## src/common/cmr_defs.vh

```
/*
 * Constants for the control-register move and return unit.
 * Assumes inclusion by bare name from the design files.
 */
`ifndef CMR_DEFS_VH
`define CMR_DEFS_VH

// ------------------------------------------------------------
// Operation codes from the pipeline
// ------------------------------------------------------------
`define CMR_OP_W            3
`define CMR_OP_NONE         3'h0
`define CMR_OP_MTC          3'h1
`define CMR_OP_MFC          3'h2
`define CMR_OP_DMTC         3'h3
`define CMR_OP_DMFC         3'h4
`define CMR_OP_RESTORE      3'h5
`define CMR_OP_ERET         3'h6
`define CMR_OP_WAIT         3'h7

// ------------------------------------------------------------
// Register numbers
// ------------------------------------------------------------
`define CMR_NUM_W           5
`define CMR_NUM_STATUS      5'h0C
`define CMR_NUM_EPC         5'h0E
`define CMR_NUM_ERROR_EPC   5'h1E
`define CMR_NUM_SCRATCH     5'h16

// ------------------------------------------------------------
// Status register layout
// ------------------------------------------------------------
`define CMR_SR_RESET        32'h0040_0004
`define CMR_SR_WMASK        32'hF27F_FF3F
`define CMR_SR_STACK_LO     0
`define CMR_SR_STACK_HI     5
`define CMR_SR_EXL          1
`define CMR_SR_ERL          2
`define CMR_SR_STACK_STEP   2
`define CMR_SR_STACK_TOP    6'h30
`define CMR_ZERO64          64'h0000_0000_0000_0000
`define CMR_ZERO32          32'h0000_0000
`define CMR_WORD_W          32
`define CMR_GPR_NONE        5'h00

`endif

```

## src/cmr_unit.v

```verilog
/*
 * Control-register move and exception-return unit of the system
 * control coprocessor. Assumes the pipeline issues one op per
 * valid pulse and stalls while standby_o is high.
 */
`timescale 1ns/1ps
`include "cmr_defs.vh"

module cmr_unit #(
    parameter OLD_VARIANT = 1'b0
) (
    // Clock and reset
    input  wire        clk_i,
    input  wire        rst_i,
    // Instruction issue
    input  wire        op_valid_i,
    input  wire [2:0]  op_code_i,
    input  wire [4:0]  control_reg_number_i,
    input  wire [4:0]  dest_gpr_i,
    input  wire [63:0] source_gpr_i,
    input  wire        in_delay_slot_i,
    // Exception entry from the pipeline
    input  wire        exc_take_i,
    input  wire [63:0] exc_pc_i,
    input  wire        wake_i,
    // Register file writeback
    output reg         gpr_we_o,
    output reg  [4:0]  gpr_waddr_o,
    output reg  [63:0] gpr_wdata_o,
    // Fetch control
    output reg         redirect_o,
    output reg  [63:0] redirect_pc_o,
    output reg         kill_next_o,
    // Mode and power
    output wire [31:0] processor_mode_flags_o,
    output wire        standby_o,
    output wire        core_clk_en_o
);
    // ------------------------------------------------------------
    // State
    // ------------------------------------------------------------
    reg  [31:0] status_reg;
    reg  [31:0] status_next;
    reg  [63:0] epc_reg;
    reg  [63:0] error_epc_reg;
    reg  [63:0] scratch_reg;
    reg  [63:0] read_value;
    reg         implemented;
    wire        op_live;
    wire        is_mtc;
    wire        is_mfc;
    wire        is_dbl;
    wire        do_eret;
    wire        do_restore;
    wire        do_wait;
    wire        at_error_level;
    wire [5:0]  mode_stack;
    wire [5:0]  stack_pushed;
    wire [5:0]  stack_popped;
    wire [63:0] wval;
    wire [31:0] sr_written;
    wire [63:0] read_word;
    wire [63:0] mfc_value;
    wire [63:0] ret_pc;

    // ------------------------------------------------------------
    // Operation decode
    // ------------------------------------------------------------
    // A trap taken in the same cycle wins over whatever was issued
    assign op_live    = op_valid_i & ~exc_take_i;
    assign is_mtc     = op_valid_i & ((op_code_i == `CMR_OP_MTC) | (op_code_i == `CMR_OP_DMTC));
    assign is_mfc     = op_valid_i & ((op_code_i == `CMR_OP_MFC) | (op_code_i == `CMR_OP_DMFC));
    assign is_dbl     = (op_code_i == `CMR_OP_DMTC) | (op_code_i == `CMR_OP_DMFC);
    assign do_restore = op_valid_i & (op_code_i == `CMR_OP_RESTORE) & OLD_VARIANT;
    assign do_eret    = op_valid_i & (op_code_i == `CMR_OP_ERET) & ~OLD_VARIANT;
    assign do_wait    = op_live & (op_code_i == `CMR_OP_WAIT) & ~OLD_VARIANT;

    // ------------------------------------------------------------
    // Operand shaping
    // ------------------------------------------------------------
    // Word moves sign-extend the low half, as a 32-bit load would
    assign wval       = is_dbl ? source_gpr_i
                      : {{`CMR_WORD_W{source_gpr_i[`CMR_WORD_W-1]}}, source_gpr_i[`CMR_WORD_W-1:0]};
    // Zero-marked status bits can never be set, so they always read zero
    assign sr_written = source_gpr_i[`CMR_WORD_W-1:0] & `CMR_SR_WMASK;
    assign read_word  = {{`CMR_WORD_W{read_value[`CMR_WORD_W-1]}}, read_value[`CMR_WORD_W-1:0]};
    assign mfc_value  = is_dbl ? read_value : read_word;

    // ------------------------------------------------------------
    // Mode stack helpers for the older variant
    // ------------------------------------------------------------
    // Trap entry shifts two bits in; restore shifts them back down and
    // leaves the oldest pair in place, so repeated restores stay sane
    assign mode_stack   = status_reg[`CMR_SR_STACK_HI:`CMR_SR_STACK_LO];
    assign stack_pushed = mode_stack << `CMR_SR_STACK_STEP;
    assign stack_popped = (mode_stack >> `CMR_SR_STACK_STEP) | (mode_stack & `CMR_SR_STACK_TOP);

    // Return target: the error level outranks the exception level
    assign at_error_level = status_reg[`CMR_SR_ERL];
    assign ret_pc         = at_error_level ? error_epc_reg : epc_reg;

    // ------------------------------------------------------------
    // Read mux: the move-from read path; status also drives the mode flags directly
    // ------------------------------------------------------------
    always @* begin
        read_value  = `CMR_ZERO64;
        implemented = 1'b1;
        case (control_reg_number_i)
            `CMR_NUM_STATUS:    read_value = {`CMR_ZERO32, status_reg};
            `CMR_NUM_EPC:       read_value = epc_reg;
            `CMR_NUM_ERROR_EPC: read_value = error_epc_reg;
            `CMR_NUM_SCRATCH:   read_value = scratch_reg;
            default:            implemented = 1'b0;
        endcase
    end

    // ------------------------------------------------------------
    // Status next value; only move-to, trap entry and returns touch it
    // ------------------------------------------------------------
    always @* begin
        status_next = status_reg;
        if (exc_take_i) begin
            // Hardware trap entry raises the level
            if (OLD_VARIANT) begin
                status_next[`CMR_SR_STACK_HI:`CMR_SR_STACK_LO] = stack_pushed;
            end else begin
                status_next[`CMR_SR_EXL] = 1'b1;
            end
        end else if (is_mtc && (control_reg_number_i == `CMR_NUM_STATUS)) begin
            status_next = sr_written;
        end else if (do_restore) begin
            // No jump here: the register jump around it carries the branch
            status_next[`CMR_SR_STACK_HI:`CMR_SR_STACK_LO] = stack_popped;
        end else if (do_eret) begin
            if (at_error_level) begin
                status_next[`CMR_SR_ERL] = 1'b0;
            end else begin
                status_next[`CMR_SR_EXL] = 1'b0;
            end
        end
    end

    // ------------------------------------------------------------
    // Control registers
    // ------------------------------------------------------------
    always @(posedge clk_i or posedge rst_i) begin
        if (rst_i) begin
            status_reg    <= `CMR_SR_RESET;
            epc_reg       <= `CMR_ZERO64;
            error_epc_reg <= `CMR_ZERO64;
            scratch_reg   <= `CMR_ZERO64;
        end else begin
            status_reg <= status_next;
            if (exc_take_i) begin
                // Trap entry saves the PC of the interrupted instruction
                epc_reg <= exc_pc_i;
            end else if (is_mtc && implemented) begin
                case (control_reg_number_i)
                    `CMR_NUM_EPC:       epc_reg       <= wval;
                    `CMR_NUM_ERROR_EPC: error_epc_reg <= wval;
                    `CMR_NUM_SCRATCH:   scratch_reg   <= wval;
                    default:            scratch_reg   <= scratch_reg;
                endcase
            end
        end
    end

    // ------------------------------------------------------------
    // Writeback and fetch redirect, registered one cycle after issue
    // ------------------------------------------------------------
    always @(posedge clk_i or posedge rst_i) begin
        if (rst_i) begin
            gpr_we_o      <= 1'b0;
            gpr_waddr_o   <= `CMR_GPR_NONE;
            gpr_wdata_o   <= `CMR_ZERO64;
            redirect_o    <= 1'b0;
            redirect_pc_o <= `CMR_ZERO64;
            kill_next_o   <= 1'b0;
        end else begin
            gpr_we_o    <= is_mfc & ~exc_take_i;
            gpr_waddr_o <= dest_gpr_i;
            if (is_mfc) begin
                gpr_wdata_o <= mfc_value;
            end
            redirect_o  <= do_eret & ~exc_take_i;
            // The slot after a return must not run; the pipeline drops it
            kill_next_o <= do_eret & ~exc_take_i;
            if (do_eret) begin
                redirect_pc_o <= ret_pc;
            end
        end
    end

    assign processor_mode_flags_o = status_reg;

    // Standby holds until an interrupt or reset wakes the core
    cmr_standby u_standby (
        .clk_i         (clk_i),
        .rst_i         (rst_i),
        .enter_i       (do_wait),
        .wake_i        (wake_i),
        .standby_o     (standby_o),
        .core_clk_en_o (core_clk_en_o)
    );
endmodule

```

## src/cmr_standby.v

```verilog
/*
 * Standby control: holds the core clock-gate request low while idle.
 * Assumes wake_i is already synchronous to clk_i.
 */
`timescale 1ns/1ps
module cmr_standby (
    // Clock and reset
    input  wire clk_i,
    input  wire rst_i,
    // Control
    input  wire enter_i,
    input  wire wake_i,
    // Status
    output reg  standby_o,
    output wire core_clk_en_o
);
    // ------------------------------------------------------------
    // Standby flag; a fresh entry wins over a wake in the same cycle
    // ------------------------------------------------------------
    always @(posedge clk_i or posedge rst_i) begin
        if (rst_i) begin
            standby_o <= 1'b0;
        end else if (enter_i) begin
            standby_o <= 1'b1;
        end else if (wake_i) begin
            standby_o <= 1'b0;
        end
    end

    // Gating the core clock is what cuts power in standby
    assign core_clk_en_o = ~standby_o;
endmodule

```

## config.mk

```make
export PLATFORM = sky130hd
export DESIGN_NAME = cmr_unit
export DESIGN_NICKNAME = d
export VERILOG_FILES = /design/src/cmr_unit.v /design/src/cmr_standby.v
export VERILOG_INCLUDE_DIRS = /design/src /design/src/common
export SDC_FILE = /design/constraint.sdc
export NUM_CORES = 1
export LEC_CHECK = 0
export BUFFER_PORTS_ARGS = -buffer_cell sky130_fd_sc_hd__buf_2
export CAP_MARGIN = 40
export CORE_UTILIZATION = 60
export CTS_CLUSTER_DIAMETER = 200
export DETAILED_ROUTE_END_ITERATION = 10
export PLACE_DENSITY = 0.86
export SETUP_SLACK_MARGIN = 0.4
export SYNTH_ARGS = -nofsm -noshare
export SYNTH_HDL_FRONTEND = slang
export SYNTH_SLANG_ARGS = --single-unit
```

## constraint.sdc

```tcl
create_clock -name clk_i -period 22.9 [get_ports clk_i]
set_input_delay 1.145 -clock clk_i [delete_from_list [all_inputs] [get_ports clk_i]]
set_output_delay 1.145 -clock clk_i [all_outputs]
set_load 0.01 [all_outputs]
```

Yosys cells after proc, flatten, opt, wreduce, memory -nomap -nowiden
Cells that the tools add are included.
W data, S select, Z words.
{"block": "word_totals", "regBits": 354, "input_bits": 147, "out_inout_bits": 170, "wordCells": 63}
{"block": "classes", "n_bitwise": 12, "n_reduce_logical": 14, "eq_ne": 11, "mux": 14}
{"cell": "$mux W64", "n": 6}
{"cell": "$pmux W64 S4", "n": 1}
{"cell": "$eq A5 B4 Y1 const B", "n": 2}
{"cell": "$eq A5 B5 Y1 const B", "n": 2}
{"cell": "$eq A3 B3 Y1 const B", "n": 3}
{"cell": "$reduce_and A2 Y1", "n": 4}
{"cell": "$reduce_bool A2 Y1", "n": 4}
{"cell": "$and A1 B1 Y1", "n": 7}
{"cell": "$eq A3 B2 Y1 const B", "n": 2}
{"cell": "$reduce_and A3 Y1", "n": 2}
{"cell": "$mux W1", "n": 5}
{"cell": "$reduce_or A4 Y1", "n": 1}
{"cell": "$eq A3 B1 Y1 const B", "n": 1}
{"cell": "$mux W3", "n": 1}
{"cell": "$ne A3 B2 Y1 const B", "n": 1}
{"cell": "$or A1 B1 Y1", "n": 3}
{"cell": "$reduce_bool A3 Y1", "n": 1}
{"cell": "$logic_and A1 B1 Y1", "n": 2}
{"cell": "$mux W2", "n": 1}
{"cell": "$not A1 Y1", "n": 2}

Logic depth before layout (Yosys ltp)
{"block": "logic_depth", "depth_word": 6, "depth_mapped": 8, "depth_no_buf": 4}

Hierarchy
From an unflattened synthesis, not the netlist that was laid out.
{"block": "hier_totals", "hier_cells": 1446, "hier_area_um2": 15805.2}
{"module": "cmr_unit", "instances": 1, "cells_per_inst": 1442, "seq_area_each_um2": 8836.0, "area_each_um2": 15761.4}
{"module": "cmr_standby", "instances": 1, "cells_per_inst": 4, "seq_area_each_um2": 25.0, "area_each_um2": 43.8}

Worst setup path after synthesis
No wires, ideal clock.
{"block": "synth_path", "path_kind": "input port to flip-flop", "start": "input op_code_i[2]", "end": "register status_reg[11], in the netlist processor_mode_flags_o[11]", "t_arrival_ns": 2.473, "t_required_ns": 22.772, "setup_time_ns": 0.128, "stages": 5, "setup_slack_ns": 20.299, "n_path_buf": 2, "cell_sequence": "buf_2 -> nand3b_2 -> nor4_4 -> buf_4 -> mux2_1"}
{"block": "synth_via", "elab_chain_cells": 5, "elab_cells_between_ends": 6, "cone_classes": "eq/ne: 2; bitwise: 2; reduce/logical: 2"}
{"element": "from (decl)", "line_no": "cmr_unit.v:17", "source": "input wire [2:0] op_code_i,"}
{"element": "$eq A3 B1 Y1 (no source line) / $eq A3 B2 Y1 (equally long branches)"}
{"element": "$or A1 B1 Y1 (*)", "line_no": "cmr_unit.v:71", "source": "assign is_mtc = op_valid_i & ((op_code_i == `CMR_OP_MTC) | (op_code_i == `CMR_OP_DMTC));"}
{"element": "$and A1 B1 Y1 (*)", "line_no": "cmr_unit.v:71"}
{"element": "$logic_and A1 B1 Y1 (*)", "line_no": "cmr_unit.v:129", "source": "end else if (is_mtc && (control_reg_number_i == `CMR_NUM_STATUS)) begin"}
{"element": "$reduce_and A2 Y1 (no source line) (*)"}
{"element": "to (signal assigned)", "line_no": "cmr_unit.v:148", "source": "status_reg <= `CMR_SR_RESET;"}
{"element": "to (signal assigned)", "line_no": "cmr_unit.v:153", "source": "status_reg <= status_next;"}
{"element": "to (decl)", "line_no": "cmr_unit.v:42", "source": "reg [31:0] status_reg;"}
Mark *: on every way between the ends. The rest lies on a longest branch, timed or not.
A chain may end at the register's enable or synchronous reset.

Final worst setup path
{"block": "layout_path", "start": "input control_reg_number_i[4]", "end": "register error_epc_reg[47]"}
{"block": "layout_via", "elab_chain_cells": 5, "elab_cells_between_ends": 8, "cone_classes": "eq/ne: 4; mux: 1; reduce/logical: 3"}
{"element": "from (decl)", "line_no": "cmr_unit.v:18", "source": "input wire [4:0] control_reg_number_i,"}
{"element": "$eq A5 B4 Y1, or another cell as far along", "line_no": "cmr_unit.v:108", "source": "case (control_reg_number_i)"}
{"element": "$reduce_or A4 Y1 (no source line)"}
{"element": "$mux W1", "line_no": "cmr_unit.v:108"}
{"element": "$logic_and A1 B1 Y1", "line_no": "cmr_unit.v:157", "source": "end else if (is_mtc && implemented) begin"}
{"element": "$reduce_and A3 Y1 (no source line) (*)"}
{"element": "to (signal assigned)", "line_no": "cmr_unit.v:150", "source": "error_epc_reg <= `CMR_ZERO64;"}
{"element": "to (signal assigned)", "line_no": "cmr_unit.v:160", "source": "`CMR_NUM_ERROR_EPC: error_epc_reg <= wval;"}
{"element": "to (decl)", "line_no": "cmr_unit.v:45", "source": "reg [63:0] error_epc_reg;"}
Marks and branches as above.

==> flow_summary_export.csv <==
group,metric,value,unit
critical_path,critical_path.cell_chain,"buf_4 -> buf_4 -> nand3_4 -> buf_4 -> nand2_1 -> o21ai_0",
detailed_routing,vias,12800,
sta,layout_min_cycle_time,3.56,ns
critical_path,largest_stage_delay_on_the_critical_path,0.68,ns
layout,final_cells,2069,
synthesis,post_synth_num_cell_types,38,
sta,timing_worst_slew_pin_value,0.868,ns
synthesis,yosysTopAreaCellShare,55.7,%
global_route,grt.total_usage,32.6,%
power,leakage_power_summed_over_all_cells,9.40,nW
critical_path,worst-endpoint-arrival,3.89,ns
sta,finalMaxSlewViolations,0,
synthesis,synth_area,0.0158,mm²
placement,hpwlAfterDp,26.9,mm
detailed_routing,routed_via_density,6.18,
sta,fin_setup_tns,0,ns
floorplanning,fp.coreArea,0.0260,mm²
sta,rsz0062_at_grt,"no",
worst_hold_path,min_path_type,"reg -> reg",
global_route,initial_antenna_violation_count,8,
layout,nFillCells,1781,
run,maxcap_violations,0,
global_route,grt_max_degree,113,
sta,final.hold.worst_slack,0.471,ns
cts,clock_latency_on_the_worst_skew_pair,0.52,ns
layout,sequential_cell_area,0.00886,mm²
floorplanning,dieWidth,164,µm
critical_path,crit_type,"in -> reg",
power,max-vdd-ir-drop,0.0000652,V
sta,max_freq,281,MHz
sta,slew_headroom,42.1,%
detailed_routing,postRouteAntennaNets,0,
cts,max-clock-path-buffers,3,
critical_path,worst_setup_end_kind,"flip-flop",
detailed_routing,drc,0,
sta,final.setup_skew,0.0220,ns
layout,layout-drive-gt1-share,29.6,%
layout,post-route-util,72.7,%
synthesis,synthCells,1443,
floorplanning,initial_utilization,60.9,%
layout,design.final.nets,1844,
cts,postCtsSetupBuffers,0,
cts,cts-root-buf,"clkbuf_16",
detailed_routing,total_wire_length,44.4,mm
synthesis,synth.ff_latch_count,354,
cts,cts.htree.levels,2,
detailed_routing,wire_per_inst,21.4,µm
placement,place_congestion,0.833,
run_status,status,"complete, no violations",
global_route,grt_first_pass_wirelength,67.8,mm
placement,placed_cells_incl_taps,1993,
synthesis,synth.yosys.seq_area_share,56.0,%
critical_path,worst_path_most_repeated_cell,"buf_4",
critical_path,crit_slowest_cell,"buf_4",
critical_path,cp_max_fo,65,
cts,tritoncts_num_sinks,354,
global_route,grt_overflow_total,0,
placement,portBuffers,309,
synthesis,synthTopCellsByArea,"dfrtp_1 56%, mux2i_1 8.2%, mux2_2 7.2%, nand2_1 6.1%, o21ai_0 4.3%",
layout,syn_to_layout_area_delta,19.4,%
sta,finalHoldViolations,0,
cts,cts-buffers-inserted,37,
floorplanning,total_die_area,0.0270,mm²
layout,multi_input_area,0.00638,mm²
cts,cts_tree,"built",
cts,post_cts_resize_count,0,
synthesis,yosys.area.top_type,"dfrtp_1",
cts,path_clk_slew,0.06,ns
floorplanning,dieHeight,164,µm
synthesis,yosysWarnings,0,
floorplanning,placement_rows,59,
sta,postLayoutSetupSlackWorst,19.34,ns
detailed_routing,drt_first_pass_iters,5,
power,pwr_per_cell_area,80.3,mW/mm²
sta,setup_violations,0,
floorplanning,io_pins,317,
critical_path,timing.critical_path.required,23.23,ns
synthesis,syn-mean-instance-area,11.0,µm²
critical_path,cp-start-kind,"input port",
global_route,first_global_vias,12900,
cts,holdBufCountCts,0,
placement,pre_cts_slack,18.87,ns
detailed_routing,first_iter_violations,1406,
sta,finalCritPeriodShare,15.5,%
[worst paths after layout]
path / from / to / slack (ns) / cells past startpoint
max: control_reg_number_i[4] / error_epc_reg[47] / 19.34 / 6
min: redirect_pc_o[55] / redirect_pc_o[55] / 0.47 / 2
max reg2reg: processor_mode_flags_o[2] / redirect_pc_o[35] / 20.47 / 3
min reg2reg: redirect_pc_o[55] / redirect_pc_o[55] / 0.47 / 2
max in group asynchronous: rst_i / processor_mode_flags_o[15] / 20.65 / 5
min in group asynchronous: rst_i / epc_reg[41] / 0.56 / 2
[cells by family (layout without fill, tap and decap cells)]
| family | Yosys count | after routing | share of synthesized area, % |
|---|---|---|---|
| flops | 354 | 354 | 56.0 |
| buf+inv | 132 | 408 | 4.01 |
| compound gates | 362 | 362 | 14.2 |
| mux | 250 | 250 | 16.8 |
| simple gates | 343 | 343 | 8.86 |
| xor+xnor | 1 | 1 | 0.0554 |
| other cells | 1 | 16 | 0.0237 |
[critical path, delay by kind of cell]
kind            cells  cell delay, ns
simple gates        2            0.80
buf+inv             3            1.73
compound gates      1            0.14
[layer usage]
metal	up-vias	wire length (µm)	global-route usage (%)
li1	5661	-	-
met1	6283	17400	43.0
met2	707	21200	51.4
met3	142	3850	6.87
met4	0	1900	15.8
met5	-	0	0
[stage by stage]
stage	instance area, µm²	power (mW)
3_5_place_dp	17600	0.900
3_3_place_gp	17400	0.888
4_1_cts	18900	1.52
6_report	18900	1.52
5_1_grt	18900	1.57
2_1_floorplan	15800	0.820
[where the power goes]
group          switching, mW  internal, mW  leakage [nW]
clock                  0.246         0.379         0.621
combinational          0.109        0.0736          4.08
sequential            0.0337         0.676          4.70
[placed cells by master (no fill, tap or decap), types with 2 or more instances in the layout]
| master | synthesis | layout |
|---|---|---|
| a21oi_1 | 71 | 71 |
| a221oi_1 | 57 | 57 |
| buf_12 | 0 | 2 |
| buf_16 | 0 | 5 |
| buf_2 | 51 | 307 |
| buf_4 | 12 | 24 |
| bufinv_16 | 0 | 3 |
| clkbuf_1 | 62 | 11 |
| clkbuf_16 | 0 | 39 |
| clkbuf_8 | 0 | 10 |
| conb_1 | 1 | 6 |
| dfrtp_1 | 352 | 352 |
| diode_2 | 0 | 10 |
| inv_1 | 3 | 2 |
| inv_6 | 0 | 2 |
| mux2_1 | 19 | 19 |
| mux2_2 | 101 | 101 |
| mux2i_1 | 130 | 130 |
| nand2_1 | 259 | 259 |
| nand3b_1 | 2 | 2 |
| nand4b_1 | 3 | 3 |
| nor2_1 | 68 | 67 |
| nor4_4 | 2 | 2 |
| o21ai_0 | 135 | 135 |
| o21ai_1 | 29 | 28 |
| o221ai_1 | 32 | 32 |
| o31ai_1 | 32 | 32 |
[cells in the mapped netlist]
cell type / count
dfrtp_1: 352
nand2_1: 259
o21ai_0: 135
mux2i_1: 130
mux2_2: 101
a21oi_1: 71
nor2_1: 68
clkbuf_1: 62
a221oi_1: 57
buf_2: 51
o221ai_1: 32
o31ai_1: 32
o21ai_1: 29
mux2_1: 19
buf_4: 12
buf_6: 4
inv_1: 3
nand4b_1: 3
dfstp_2: 2
nand3b_1: 2
nor4_4: 2
a221oi_2: 1
a22o_1: 1
a22oi_1: 1
a311o_1: 1
and4b_1: 1
conb_1: 1
nand3_1: 1
nand3b_2: 1
nand4bb_4: 1
nor2_2: 1
nor2b_1: 1
nor3b_1: 1
nor4bb_1: 1
o22ai_1: 1
o32ai_1: 1
or3_1: 1
xor2_1: 1
[layout make-up]
| type | count | area share, % |
|---|---|---|
| Clock inverter | 6 | 0.596 |
| Sequential cell | 354 | 46.9 |
| Tap cell | 335 | 2.22 |
| Multi-Input combinational cell | 962 | 33.8 |
| Clock buffer | 60 | 6.12 |
| Inverter | 3 | 0.0994 |
| Antenna cell | 10 | 0.133 |
| Timing Repair Buffer | 339 | 10.1 |
(Power assumes the default switching activity.)
